--- src/pkg/pci_cfg_pm_map.vh ---
// Register offsets, field layouts, reset values and timing counts of the
// upper configuration header and the power-management capability.
// Assumes inclusion by bare name from the design file; definitions only.
`ifndef PCI_CFG_PM_MAP_VH
`define PCI_CFG_PM_MAP_VH

// Configuration dword offsets (byte addresses, dword aligned).
`define OFF_UNUSED_BASE_SLOT_FIVE   8'h24
`define OFF_RESERVED_DWORD_28       8'h28
`define OFF_SUBSYSTEM_IDENTITY      8'h2C
`define OFF_EXPANSION_ROM_BASE      8'h30
`define OFF_CAPABILITY_LIST_POINTER 8'h34
`define OFF_RESERVED_DWORD_38       8'h38
`define OFF_INTERRUPT_ROUTING       8'h3C
`define OFF_POWER_CAPABILITY        8'h40
`define OFF_POWER_CONTROL_STATUS    8'h44

// Fixed read values.
`define CAP_POINTER_VALUE     8'h40
`define INT_PIN_VALUE         8'h01
`define CAP_ID_VALUE          8'h01
`define CAP_NEXT_VALUE        8'h00
`define EVENT_SUPPORT_VALUE   5'h08
`define CLOCK_REQUIRED_VALUE  1'h1
`define PM_VERSION_VALUE      3'h2

// Control/status field positions.
`define BIT_EVENT_STATUS  15
`define BIT_EVENT_ENABLE  8
`define POWER_STATE_HI    1
`define POWER_STATE_LO    0

// Power-state encodings and reset values.
`define PSTATE_D0         2'h0
`define PSTATE_D3HOT      2'h3
`define RESET_POWER_STATE 2'h0
`define RESET_INT_LINE    8'h00
`define RESET_SUBSYSTEM   32'h00000000

// Serial-memory load window, in PCI clocks (2 to the 16th).
`define LOAD_WINDOW_LOG2  16

`endif

--- src/logic/pci_config_power_mgmt.v ---
// Upper configuration header (0x24..0x3C) and the power-management
// capability (0x40, 0x44) with D0/D3hot tracking and wake-event logic.
// Assumes a configuration decoder that presents one dword access per cycle
// and a serial-memory loader that hands over the subsystem dword.
//
// Operation
// Unused dwords 0x24 0x28 0x30 0x38 read zero.
// Subsystem dword resets zero, loaded from memory only.
// Capability pointer reads 0x40, upper bits zero.
// Interrupt pin 0x01, line byte host writable.
// Capability id 0x01, next pointer 0x00.
// Upper capability half: support, clock, version fixed.
// Data, bridge bytes and reserved bits read zero.
// Two-bit power state field, reset D0.
// Event output asserts in D3hot when enabled.
// Wake: receive falling edge or modem delta.
// Event status sets regardless of enable.
// Writing one clears event status.
// D3hot: config only, no memory, no interrupt.
// Receive and flow control keep running in D3hot.
// D3hot to D0 enters active, keeps registers.
// Bus drivers disabled during D3hot to D0.
// Power-up in D0 uninitialized, then active.
// D0 active answers all, interrupts allowed.
// Reset restores every default, no cold event.
// Sleep works independent of power state.
// Software should avoid sleep in D3hot.
// Memory load after reset if select high.
// Encodings 00 D0, 11 D3hot; others ignored.
`timescale 1ns/1ps
`include "pci_cfg_pm_map.vh"

module pci_config_power_mgmt #(
    parameter CHANNELS   = 8,
    parameter LOAD_LOG2  = `LOAD_WINDOW_LOG2,
    parameter DRV_HOLD   = 4
) (
    // Clock and reset.
    input  wire                  core_clk,
    input  wire                  sys_rst,
    // Configuration access port, one dword per cycle.
    input  wire                  cfgRead,
    input  wire                  cfgWrite,
    input  wire [7:0]            cfgAddr,
    input  wire [3:0]            cfgByteEn,
    input  wire [31:0]           cfgWriteData,
    output reg  [31:0]           cfgReadData,
    output reg                   cfgReadValid,
    // Memory-space and interrupt requests from the functional core.
    input  wire                  memRequest,
    input  wire                  coreInterrupt,
    output reg                   memAccept,
    output reg                   interruptOut,
    output reg                   busDriveEnable,
    // Initialisation done by system software.
    input  wire                  softwareInitDone,
    // Serial-memory loader.
    input  wire                  serial_memory_select,
    input  wire                  loadWordValid,
    input  wire [31:0]           loadWord,
    output reg                   loadActive,
    output reg                   loadTimeout,
    // Wake sources.
    input  wire [CHANNELS-1:0]   rxLine,
    input  wire [4*CHANNELS-1:0] modem_status,
    // Sleep request from the functional core and state outputs.
    input  wire                  sleepRequest,
    output reg                   sleepEnable,
    output reg                   pmeEvent_n,
    output reg  [1:0]            powerStateOut,
    output reg                   d0Active
);

    // Functional-state codes.
    localparam ST_D0_UNINIT = 2'h0;
    localparam ST_D0_ACTIVE = 2'h1;
    localparam ST_D3_HOT    = 2'h2;
    localparam ST_WAKING    = 2'h3;

    reg [1:0]                 pmState;
    reg [1:0]                 power_state_field;
    reg                       event_enable_bit;
    reg                       event_status_bit;
    reg [7:0]                 interruptLine;
    reg [31:0]                subsystemIdentity;
    reg [CHANNELS-1:0]        rxPrev;
    reg [4*CHANNELS-1:0]      modemPrev;
    reg                       rstSeen;
    reg [LOAD_LOG2:0]         loadCount;
    reg [7:0]                 holdCount;
    reg [31:0]                next_readData;

    wire       inD3hot;
    wire       wakeEvent;
    wire       writeCsr;
    wire       stateWrite;
    wire [1:0] writtenState;

    // Byte-lane merge used by the interrupt line byte.
    function [7:0] merge_byte;
        input       enable;
        input [7:0] oldValue;
        input [7:0] newValue;
        begin
            merge_byte = enable ? newValue : oldValue;
        end
    endfunction

    assign inD3hot      = (pmState == ST_D3_HOT);
    // A start bit is a falling receive line; modem deltas count on setting.
    assign wakeEvent    = (|(rxPrev & ~rxLine)) |
                          (|(modem_status & ~modemPrev));
    assign writeCsr     = cfgWrite && (cfgAddr == `OFF_POWER_CONTROL_STATUS);
    assign writtenState = cfgWriteData[`POWER_STATE_HI:`POWER_STATE_LO];
    // Unsupported encodings are dropped so the field never holds D1/D2.
    assign stateWrite   = writeCsr && cfgByteEn[0] &&
                          ((writtenState == `PSTATE_D0) ||
                           (writtenState == `PSTATE_D3HOT));

    // Edge history of the wake inputs; runs in every state so that receive
    // and flow control on the channels are never frozen.
    always @(posedge core_clk or posedge sys_rst) begin
        if (sys_rst) begin
            rxPrev    <= {CHANNELS{1'b1}};
            modemPrev <= {4*CHANNELS{1'b0}};
        end else begin
            rxPrev    <= rxLine;
            modemPrev <= modem_status;
        end
    end

    // Power-state field and functional state sequence.
    always @(posedge core_clk or posedge sys_rst) begin
        if (sys_rst) begin
            power_state_field <= `RESET_POWER_STATE;
            pmState           <= ST_D0_UNINIT;
            holdCount         <= 8'h00;
        end else begin
            if (stateWrite) begin
                power_state_field <= writtenState;
            end
            case (pmState)
                ST_D0_UNINIT: begin
                    if (stateWrite && writtenState == `PSTATE_D3HOT) begin
                        pmState <= ST_D3_HOT;
                    end else if (softwareInitDone) begin
                        pmState <= ST_D0_ACTIVE;
                    end
                end
                ST_D0_ACTIVE: begin
                    if (stateWrite && writtenState == `PSTATE_D3HOT) begin
                        pmState <= ST_D3_HOT;
                    end
                end
                ST_D3_HOT: begin
                    if (stateWrite && writtenState == `PSTATE_D0) begin
                        pmState   <= ST_WAKING;
                        holdCount <= DRV_HOLD[7:0];
                    end
                end
                ST_WAKING: begin
                    // Drivers stay off for the hold; registers untouched.
                    if (holdCount <= 8'h01) begin
                        pmState <= ST_D0_ACTIVE;
                    end else begin
                        holdCount <= holdCount - 8'h01;
                    end
                end
                default: begin
                    pmState <= ST_D0_UNINIT;
                end
            endcase
        end
    end

    // Host-writable control bits; event status set wins over its clear.
    always @(posedge core_clk or posedge sys_rst) begin
        if (sys_rst) begin
            event_enable_bit <= 1'b0;
            event_status_bit <= 1'b0;
            interruptLine    <= `RESET_INT_LINE;
        end else begin
            if (writeCsr && cfgByteEn[1]) begin
                event_enable_bit <= cfgWriteData[`BIT_EVENT_ENABLE];
            end
            if (inD3hot && wakeEvent) begin
                event_status_bit <= 1'b1;
            end else if (writeCsr && cfgByteEn[1] &&
                         cfgWriteData[`BIT_EVENT_STATUS]) begin
                event_status_bit <= 1'b0;
            end
            if (cfgWrite && cfgAddr == `OFF_INTERRUPT_ROUTING) begin
                interruptLine <= merge_byte(cfgByteEn[0], interruptLine,
                                            cfgWriteData[7:0]);
            end
        end
    end

    // Serial-memory load window; the select pin is sampled at the first
    // clock after reset release, never under the reset itself.
    always @(posedge core_clk or posedge sys_rst) begin
        if (sys_rst) begin
            rstSeen           <= 1'b0;
            loadActive        <= 1'b0;
            loadTimeout       <= 1'b0;
            loadCount         <= {(LOAD_LOG2+1){1'b0}};
            subsystemIdentity <= `RESET_SUBSYSTEM;
        end else begin
            rstSeen <= 1'b1;
            if (!rstSeen) begin
                loadActive <= serial_memory_select;
                loadCount  <= {(LOAD_LOG2+1){1'b0}};
            end else if (loadActive) begin
                if (loadWordValid) begin
                    subsystemIdentity <= loadWord;
                    loadActive        <= 1'b0;
                end else if (loadCount[LOAD_LOG2]) begin
                    loadActive  <= 1'b0;
                    loadTimeout <= 1'b1;
                end else begin
                    loadCount <= loadCount + {{LOAD_LOG2{1'b0}}, 1'b1};
                end
            end
        end
    end

    // Read mux; every offset not listed, including 0x24/0x28/0x30/0x38,
    // reads as zero.
    always @* begin
        next_readData = 32'h00000000;
        case (cfgAddr)
            `OFF_SUBSYSTEM_IDENTITY: begin
                next_readData = subsystemIdentity;
            end
            `OFF_CAPABILITY_LIST_POINTER: begin
                next_readData = {24'h000000, `CAP_POINTER_VALUE};
            end
            `OFF_INTERRUPT_ROUTING: begin
                next_readData = {16'h0000, `INT_PIN_VALUE, interruptLine};
            end
            `OFF_POWER_CAPABILITY: begin
                next_readData = {`EVENT_SUPPORT_VALUE, 7'h00,
                                 `CLOCK_REQUIRED_VALUE, `PM_VERSION_VALUE,
                                 `CAP_NEXT_VALUE, `CAP_ID_VALUE};
            end
            `OFF_POWER_CONTROL_STATUS: begin
                next_readData = {16'h0000, event_status_bit, 6'h00,
                                 event_enable_bit, 6'h00,
                                 power_state_field};
            end
            default: begin
                next_readData = 32'h00000000;
            end
        endcase
    end

    // Registered outputs: read data, gates and the event pin.
    always @(posedge core_clk or posedge sys_rst) begin
        if (sys_rst) begin
            cfgReadData    <= 32'h00000000;
            cfgReadValid   <= 1'b0;
            memAccept      <= 1'b0;
            interruptOut   <= 1'b0;
            busDriveEnable <= 1'b0;
            sleepEnable    <= 1'b0;
            pmeEvent_n     <= 1'b1;
            powerStateOut  <= `RESET_POWER_STATE;
            d0Active       <= 1'b0;
        end else begin
            // Configuration reads are answered in every state but waking.
            cfgReadValid   <= cfgRead && (pmState != ST_WAKING);
            cfgReadData    <= (cfgRead && pmState != ST_WAKING) ?
                              next_readData : 32'h00000000;
            memAccept      <= memRequest && (pmState == ST_D0_ACTIVE ||
                              pmState == ST_D0_UNINIT);
            interruptOut   <= coreInterrupt && !inD3hot &&
                              (pmState != ST_WAKING);
            busDriveEnable <= (pmState != ST_WAKING);
            // Sleep follows its own request whatever the power state.
            sleepEnable    <= sleepRequest;
            // Held in D3hot while status and enable stand; status clear drops it.
            pmeEvent_n     <= !(inD3hot && event_enable_bit &&
                                (event_status_bit || wakeEvent));
            powerStateOut  <= power_state_field;
            d0Active       <= (pmState == ST_D0_ACTIVE);
        end
    end

endmodule

--- config.mk ---
export PLATFORM = sky130hd
export DESIGN_NAME = pci_config_power_mgmt
export DESIGN_NICKNAME = d
export VERILOG_FILES = /design/src/logic/pci_config_power_mgmt.v
export VERILOG_INCLUDE_DIRS = /design/src /design/src/pkg
export SDC_FILE = /design/constraint.sdc
export NUM_CORES = 1
export LEC_CHECK = 0
export BUFFER_PORTS_ARGS = -buffer_cell sky130_fd_sc_hd__buf_2
export CORE_ASPECT_RATIO = 1.4
export CORE_MARGIN = 1.5
export CORE_UTILIZATION = 56
export DETAILED_ROUTE_END_ITERATION = 6
export PLACE_DENSITY = 0.92
export REMOVE_ABC_BUFFERS = 1
export SYNTH_ARGS = -nofsm -noshare
export SYNTH_HDL_FRONTEND = slang
export SYNTH_SLANG_ARGS = --single-unit
--- constraint.sdc ---
create_clock -name core_clk -period 12.7 [get_ports core_clk]
set_clock_uncertainty 0.1 [all_clocks]
set_input_delay 1.27 -clock core_clk [delete_from_list [all_inputs] [get_ports core_clk]]
set_output_delay 1.27 -clock core_clk [all_outputs]
set_load 0.03 [all_outputs]
==> flow_metrics.tcl, run 1 <==
set metrics [dict create \
    numCtsBuffers 17 \
    slew_headroom 0.257 \
    grt_max_degree 80 \
    clock_latency_ns 0.41 \
    io_buffers 144 \
    fmax_mhz 332 \
    r2r_cells 6 \
    overflow 0 \
    cpLargestDelayFamily "simple AND/OR/NAND/NOR gates" \
    async_reset_ff_frac 1.00 \
    wl_mm 13.5 \
    layout_commonest_cell "dfrtp_1" \
    fillers 782 \
    crit_path_max_incr_delay_ns 0.88 \
    critical_path.endpoint_type "flip-flop" \
    cp.arrival_ns 3.23 \
    antenna_found_initial 4 \
    postCtsSetupRepairBufs 0 \
    cts.sinks 155 \
    drv_cap 0 \
    drive_above_1_share 0.363 \
    synth_seq_area_share 0.631 \
    maxSlewViolCount 0 \
    hpwl_mm 9.35 \
    regToRegSetupSlack_ns 10.16 \
    coreArea_mm2 0.0108 \
    ys_types 59 \
    worst_setup_path_endpoint "cfgReadData[1]" \
    grt_pass1_vias 4586 \
    syn_area_per_cell_um2 12.7 \
    hold_class "flip-flop to flip-flop" \
    startpoint "cfgAddr[7]" \
    floorplan.initialDensity 0.570 \
    fin_crit_ns 3.01 \
    r2r-start "pmState[0]" \
    cts-htree-levels 4 \
    via_per_inst 5.49 \
    tightest_slew_ns 1.11 \
    first_iter_violations 240 \
    wl_per_cell_um 17.0 \
    die-area_mm2 0.0117 \
    regArea_mm2 0.00389 \
    synth_seq_cells 155 \
    critPathSlowestCell "nor3_4" \
    setup_viol 0 \
    clk_pin_slew_ns 0.06 \
    synth_ff_type "dfrtp_1" \
    hold_viol 0 \
    postLayoutCoreUtil 0.703 \
    start_kind "primary input" \
    r2r-end "cfgReadData[6]" \
    die_w_um 91.7 \
    cts_tree "done" \
    drc 0 \
    synth_area_mm2 0.00616 \
    most-common-layout-cells "dfrtp_1, buf_2, inv_1" \
    hold_path.startpoint "power_state_field[1]" \
    p_per_area_mw_per_mm2 165 \
    setup_tns_ns 0 \
    cts_resized 0 \
    crit_chain "buf_2 > nor3_4 > nand4b_4 > nor3_4 > a222oi_1 > nor2_1" \
    vdd_drop_max_mv 0.0967 \
    required_ns 12.92 \
    ant_nets 0 \
    die_height_um 127 \
    place.gp.congestion 0.855 \
    status "completed" \
    timing.final.crit_share 0.237 \
    firstDrtPassIters 4 \
    crit_top_cell "nor3_4" \
    grt_pass1_wl_mm 22.2 \
    ctsHoldBuffers 0 \
    rows 45 \
    yosys_warnings 0 \
    synth_edf_count 0 \
    path_max_fanout 31 \
    leakagePower_nw 3.86 \
    multi_input_area_mm2 0.00203 \
    clk_path_buf_depth 2 \
    synthCells 487 \
    gr-usage-all-layers 0.245 \
    syn2layout_area_growth_pct 23.3 \
    path_class "primary input to flip-flop" \
    path_buf_inv 1 \
    root_buffer "clkbuf_16" \
    cp_num_cells 6 \
    rsz0062_at_grt "false" \
    nets 774 \
    ioPinCount 169 \
    num_vias 4376 \
]
-- registers in the layout, summed over array words and instances, names as in the netlist, 8 cells and up --
name               flops
cfgReadData           32
modemPrev             32
subsystemIdentity     32
loadCount             17
holdCount              8
interruptLine          8
rxPrev                 8
-- how the worst min path moves through the flow --
stage                             to  cells after the start
detailed placement  powerStateOut[1]                      0
floorplan           powerStateOut[0]                      0
global placement    powerStateOut[0]                      0
CTS                 powerStateOut[1]                      0
global route        powerStateOut[1]                      0
finish              powerStateOut[1]                      0
-- synthesized netlist by cell type (2+ instances only) --
cell type | instances | area [µm²]
o2111ai_1 | 6 | 52.6
or3_1 | 5 | 31.3
buf_2 | 5 | 25.0
xnor2_1 | 2 | 17.5
buf_1 | 2 | 7.51
a22oi_1 | 6 | 45.0
nand3b_1 | 4 | 30.0
nand2_1 | 25 | 93.8
nand4_1 | 5 | 31.3
mux2_4 | 8 | 120
nand3_1 | 14 | 70.1
mux2_2 | 33 | 372
and4_1 | 3 | 26.3
o21a_1 | 2 | 15.0
ha_1 | 9 | 113
and2_1 | 2 | 12.5
a221oi_1 | 2 | 17.5
o22ai_1 | 13 | 81.3
a41o_1 | 3 | 30.0
nand2b_1 | 13 | 81.3
dfrtp_1 | 146 | 3650
nor2_1 | 26 | 97.6
nor2b_1 | 2 | 12.5
nor4_1 | 5 | 31.3
and3_1 | 25 | 156
xor2_1 | 10 | 87.6
inv_1 | 46 | 173
o211ai_1 | 7 | 52.6
and3b_1 | 2 | 17.5
dfstp_2 | 9 | 236
clkbuf_1 | 6 | 22.5
a21oi_1 | 7 | 35.0
o21ai_0 | 8 | 40.0
-- cell type report --
class / instances / share of cell area
Tap cell: 141 / 0.0232
Clock buffer: 22 / 0.0624
Inverter: 46 / 0.0234
Sequential cell: 155 / 0.512
Antenna cell: 4 / 0.00132
Timing Repair Buffer: 147 / 0.0978
Multi-Input combinational cell: 272 / 0.267
Clock inverter: 10 / 0.0125
-- layer usage --
metal  wire [µm]  GRT usage  up-vias  part of all wire
li1            -          -     1996                 -
met1        5150      0.288     2212              0.38
met2        7450      0.431      146              0.55
met3         597     0.0446       22             0.044
met4         329      0.122        0             0.024
met5           0          0        -                 0
-- power breakdown --
| part | internal (mW) | switching [mW] | total, mW |
|---|---|---|---|
| Combinational | 0.0814 | 0.117 | 0.199 |
| Clock | 0.285 | 0.191 | 0.476 |
| Sequential | 0.547 | 0.0327 | 0.580 |
-- metrics by stage --
stage | setup WS, ns | power (mW) | std cells | hold slack [ns] | cell area, µm²
6_report | 9.69 | 1.26 | 797 | 0.312 | 7600
4_1_cts | 9.76 | 1.26 | 793 | 0.314 | 7590
3_5_place_dp | 9.37 | 0.783 | 761 | 0.301 | 7020
3_3_place_gp | 9.43 | 0.763 | 761 | 0.292 | 7020
5_1_grt | 9.57 | 1.31 | 797 | 0.324 | 7600
2_1_floorplan | 7.17 | 0.715 | 473 | 0.274 | 6090
-- cell families (layout without fill, tap and decap cells) --
| kind of cell | count (synthesis) | count (layout) | synth area share |
|---|---|---|---|
| adder cells (fa/ha/maj) | 9 | 9 | 0.0183 |
| buffers and inverters | 60 | 225 | 0.0402 |
| XOR/XNOR | 12 | 12 | 0.0171 |
| AO/OA/AOI/OAI | 65 | 65 | 0.0753 |
| other | 1 | 5 | 0.000608 |
| multiplexers | 43 | 43 | 0.0832 |
| AND/OR/NAND/NOR | 142 | 142 | 0.134 |
| flip-flops | 155 | 155 | 0.631 |
(Power assumes the default switching activity.)
==> run 2, diff against run 1 <==
--- a/config.mk
+++ b/config.mk
@@ -9,9 +9,9 @@
 export BUFFER_PORTS_ARGS = -buffer_cell sky130_fd_sc_hd__buf_2
 export CORE_ASPECT_RATIO = 1.4
 export CORE_MARGIN = 1.5
-export CORE_UTILIZATION = 56
+export CORE_UTILIZATION = 47
 export DETAILED_ROUTE_END_ITERATION = 6
-export PLACE_DENSITY = 0.92
+export PLACE_DENSITY = 0.83
 export REMOVE_ABC_BUFFERS = 1
 export SYNTH_ARGS = -nofsm -noshare
 export SYNTH_HDL_FRONTEND = slang
==> constraint.sdc (replaced) <==
create_clock -name core_clk -period 2.5 [get_ports core_clk]
set_clock_uncertainty 0.1 [all_clocks]
set_input_delay 0.25 -clock core_clk [delete_from_list [all_inputs] [get_ports core_clk]]
set_output_delay 0.25 -clock core_clk [all_outputs]
set_load 0.03 [all_outputs]
==> run 2 against run 1 <==
Against the previous run: core utilization fell by 4.2 points; critical path depth did not move; die area rose by 19%; hold slack got worse by 0.28 ns; register-to-register slack got worse by 9.7 ns; global-route usage fell by 0.77 points.
==> flow_metrics.tcl, run 2 (synthesis results as in run 1) <==
set metrics [dict create \
    io_buffers 144 \
    wl_mm 15.9 \
    leakagePower_nw 4.23 \
    hpwl_mm 10.0 \
    coreArea_mm2 0.0128 \
    rows 49 \
    critical_path.endpoint_type "flip-flop" \
    fin_crit_ns 2.02 \
    p_total_mw 6.46 \
    syn2layout_area_growth_pct 37.5 \
    path_buf_inv 2 \
    clk_path_buf_depth 2 \
    layout_commonest_cell "dfrtp_1" \
    root_buffer "clkbuf_16" \
    clock_latency_ns 0.41 \
    die_w_um 99.8 \
    dp_slack_ns 0.351 \
    cts-htree-levels 4 \
    hold_class "primary input to flip-flop" \
    place.gp.congestion 0.791 \
    ant_nets 0 \
    die_height_um 138 \
    required_ns 2.67 \
    num_vias 4774 \
    crit_chain "ha_1 > inv_1 > nand2_1 > inv_1 > nand2_1 > nor2_1" \
    vdd_drop_max_mv 0.379 \
    setup_tns_ns 0 \
    grt_pass1_wl_mm 25.4 \
    setup_viol 0 \
    regArea_mm2 0.00389 \
    wl_per_cell_um 17.7 \
    clk_pin_slew_ns 0.07 \
    die-area_mm2 0.0138 \
    drc 0 \
    crit_path_max_incr_delay_ns 0.43 \
    antenna_found_initial 3 \
    p_per_area_mw_per_mm2 762 \
    stdcell_count 896 \
    cts_resized 0 \
    rsz0062_at_grt "false" \
    first_iter_violations 217 \
    cpLargestDelayFamily "simple AND/OR/NAND/NOR gates" \
    overflow 0 \
    path_max_fanout 12 \
    drv_cap 0 \
    cts_tree "done" \
    start_kind "flip-flop" \
    multi_input_area_mm2 0.00204 \
    slew_headroom 0.418 \
    path_class "flip-flop to flip-flop" \
    hold_viol 0 \
    critPathSlowestCell "ha_1" \
    gr-usage-all-layers 0.238 \
    grt_pass1_vias 5168 \
    floorplan.initialDensity 0.481 \
    maxSlewViolCount 0 \
    ioPinCount 169 \
    cts.sinks 155 \
    cp.arrival_ns 2.20 \
    timing.final.crit_share 0.810 \
    post-route-worst-setup-slack_ns 0.475 \
    numCtsBuffers 17 \
    drive_above_1_share 0.327 \
    fillers 903 \
    top_regs "cfgReadData x32, modemPrev x32, subsystemIdentity x32" \
    tightest_slew_ns 0.872 \
    fmax_mhz 494 \
    fin_hold_ws_ns 0.0312 \
    grt_max_degree 66 \
    nets 862 \
    firstDrtPassIters 6 \
    most-common-layout-cells "dfrtp_1, buf_2, dlygate4sd3_1" \
    via_per_inst 5.33 \
    status "completed" \
    placed_cells 777 \
]
## run 2: cell type report
cell class	count	share of cell area
Antenna cell	3	0.000886
Tap cell	153	0.0226
Timing Repair Buffer	235	0.192
Clock inverter	13	0.0131
Clock buffer	19	0.0511
Multi-Input combinational cell	272	0.240
Inverter	46	0.0210
Sequential cell	155	0.459
## run 2: repair_timing
action | in CTS | in global routing
hold buffers | 84 | 0
hold endpoints to repair | 136 | 0
buffers inserted | 0 | 0
## run 2: final timing paths
kind	slack, ns	from	depth (start not counted)	endpoint
max	0.48	pmState[0]	6	cfgReadData[2]
min	0.03	cfgWriteData[1]	2	interruptLine[1]
max reg2reg	0.48	pmState[0]	6	cfgReadData[2]
min reg2reg	0.32	power_state_field[0]	0	powerStateOut[0]
max in group asynchronous	1.15	sys_rst	4	subsystemIdentity[2]
min in group asynchronous	0.38	sys_rst	3	modemPrev[18]
## run 2: power by group
| group | internal (mW) | switching (mW) |
|---|---|---|
| clock | 1.30 | 1.08 |
| sequential | 2.78 | 0.166 |
| combinational | 0.511 | 0.631 |
## run 2: per-stage QoR
stage | instance area [µm²] | util
final | 8470 | 0.661
after global routing | 8470 | 0.661
after CTS | 8470 | 0.661
after detailed placement | 7080 | 0.553
after global placement | 7080 | 0.553
after floorplan | 6090 | -
## run 2: layer usage
metal,track usage,routed length (µm),share of wire
met2,0.426,8780,0.55
met5,0,0,0
met4,0.131,707,0.044
met3,0.0384,464,0.029
met1,0.264,5930,0.37
## run 2: worst register-to-register path: stages (launching register included)
cell and delay (ns):
dfrtp_1 0.41, ha_1 0.44, inv_1 0.25, nand2_1 0.18, inv_1 0.08, nand2_1 0.30, nor2_1 0.15
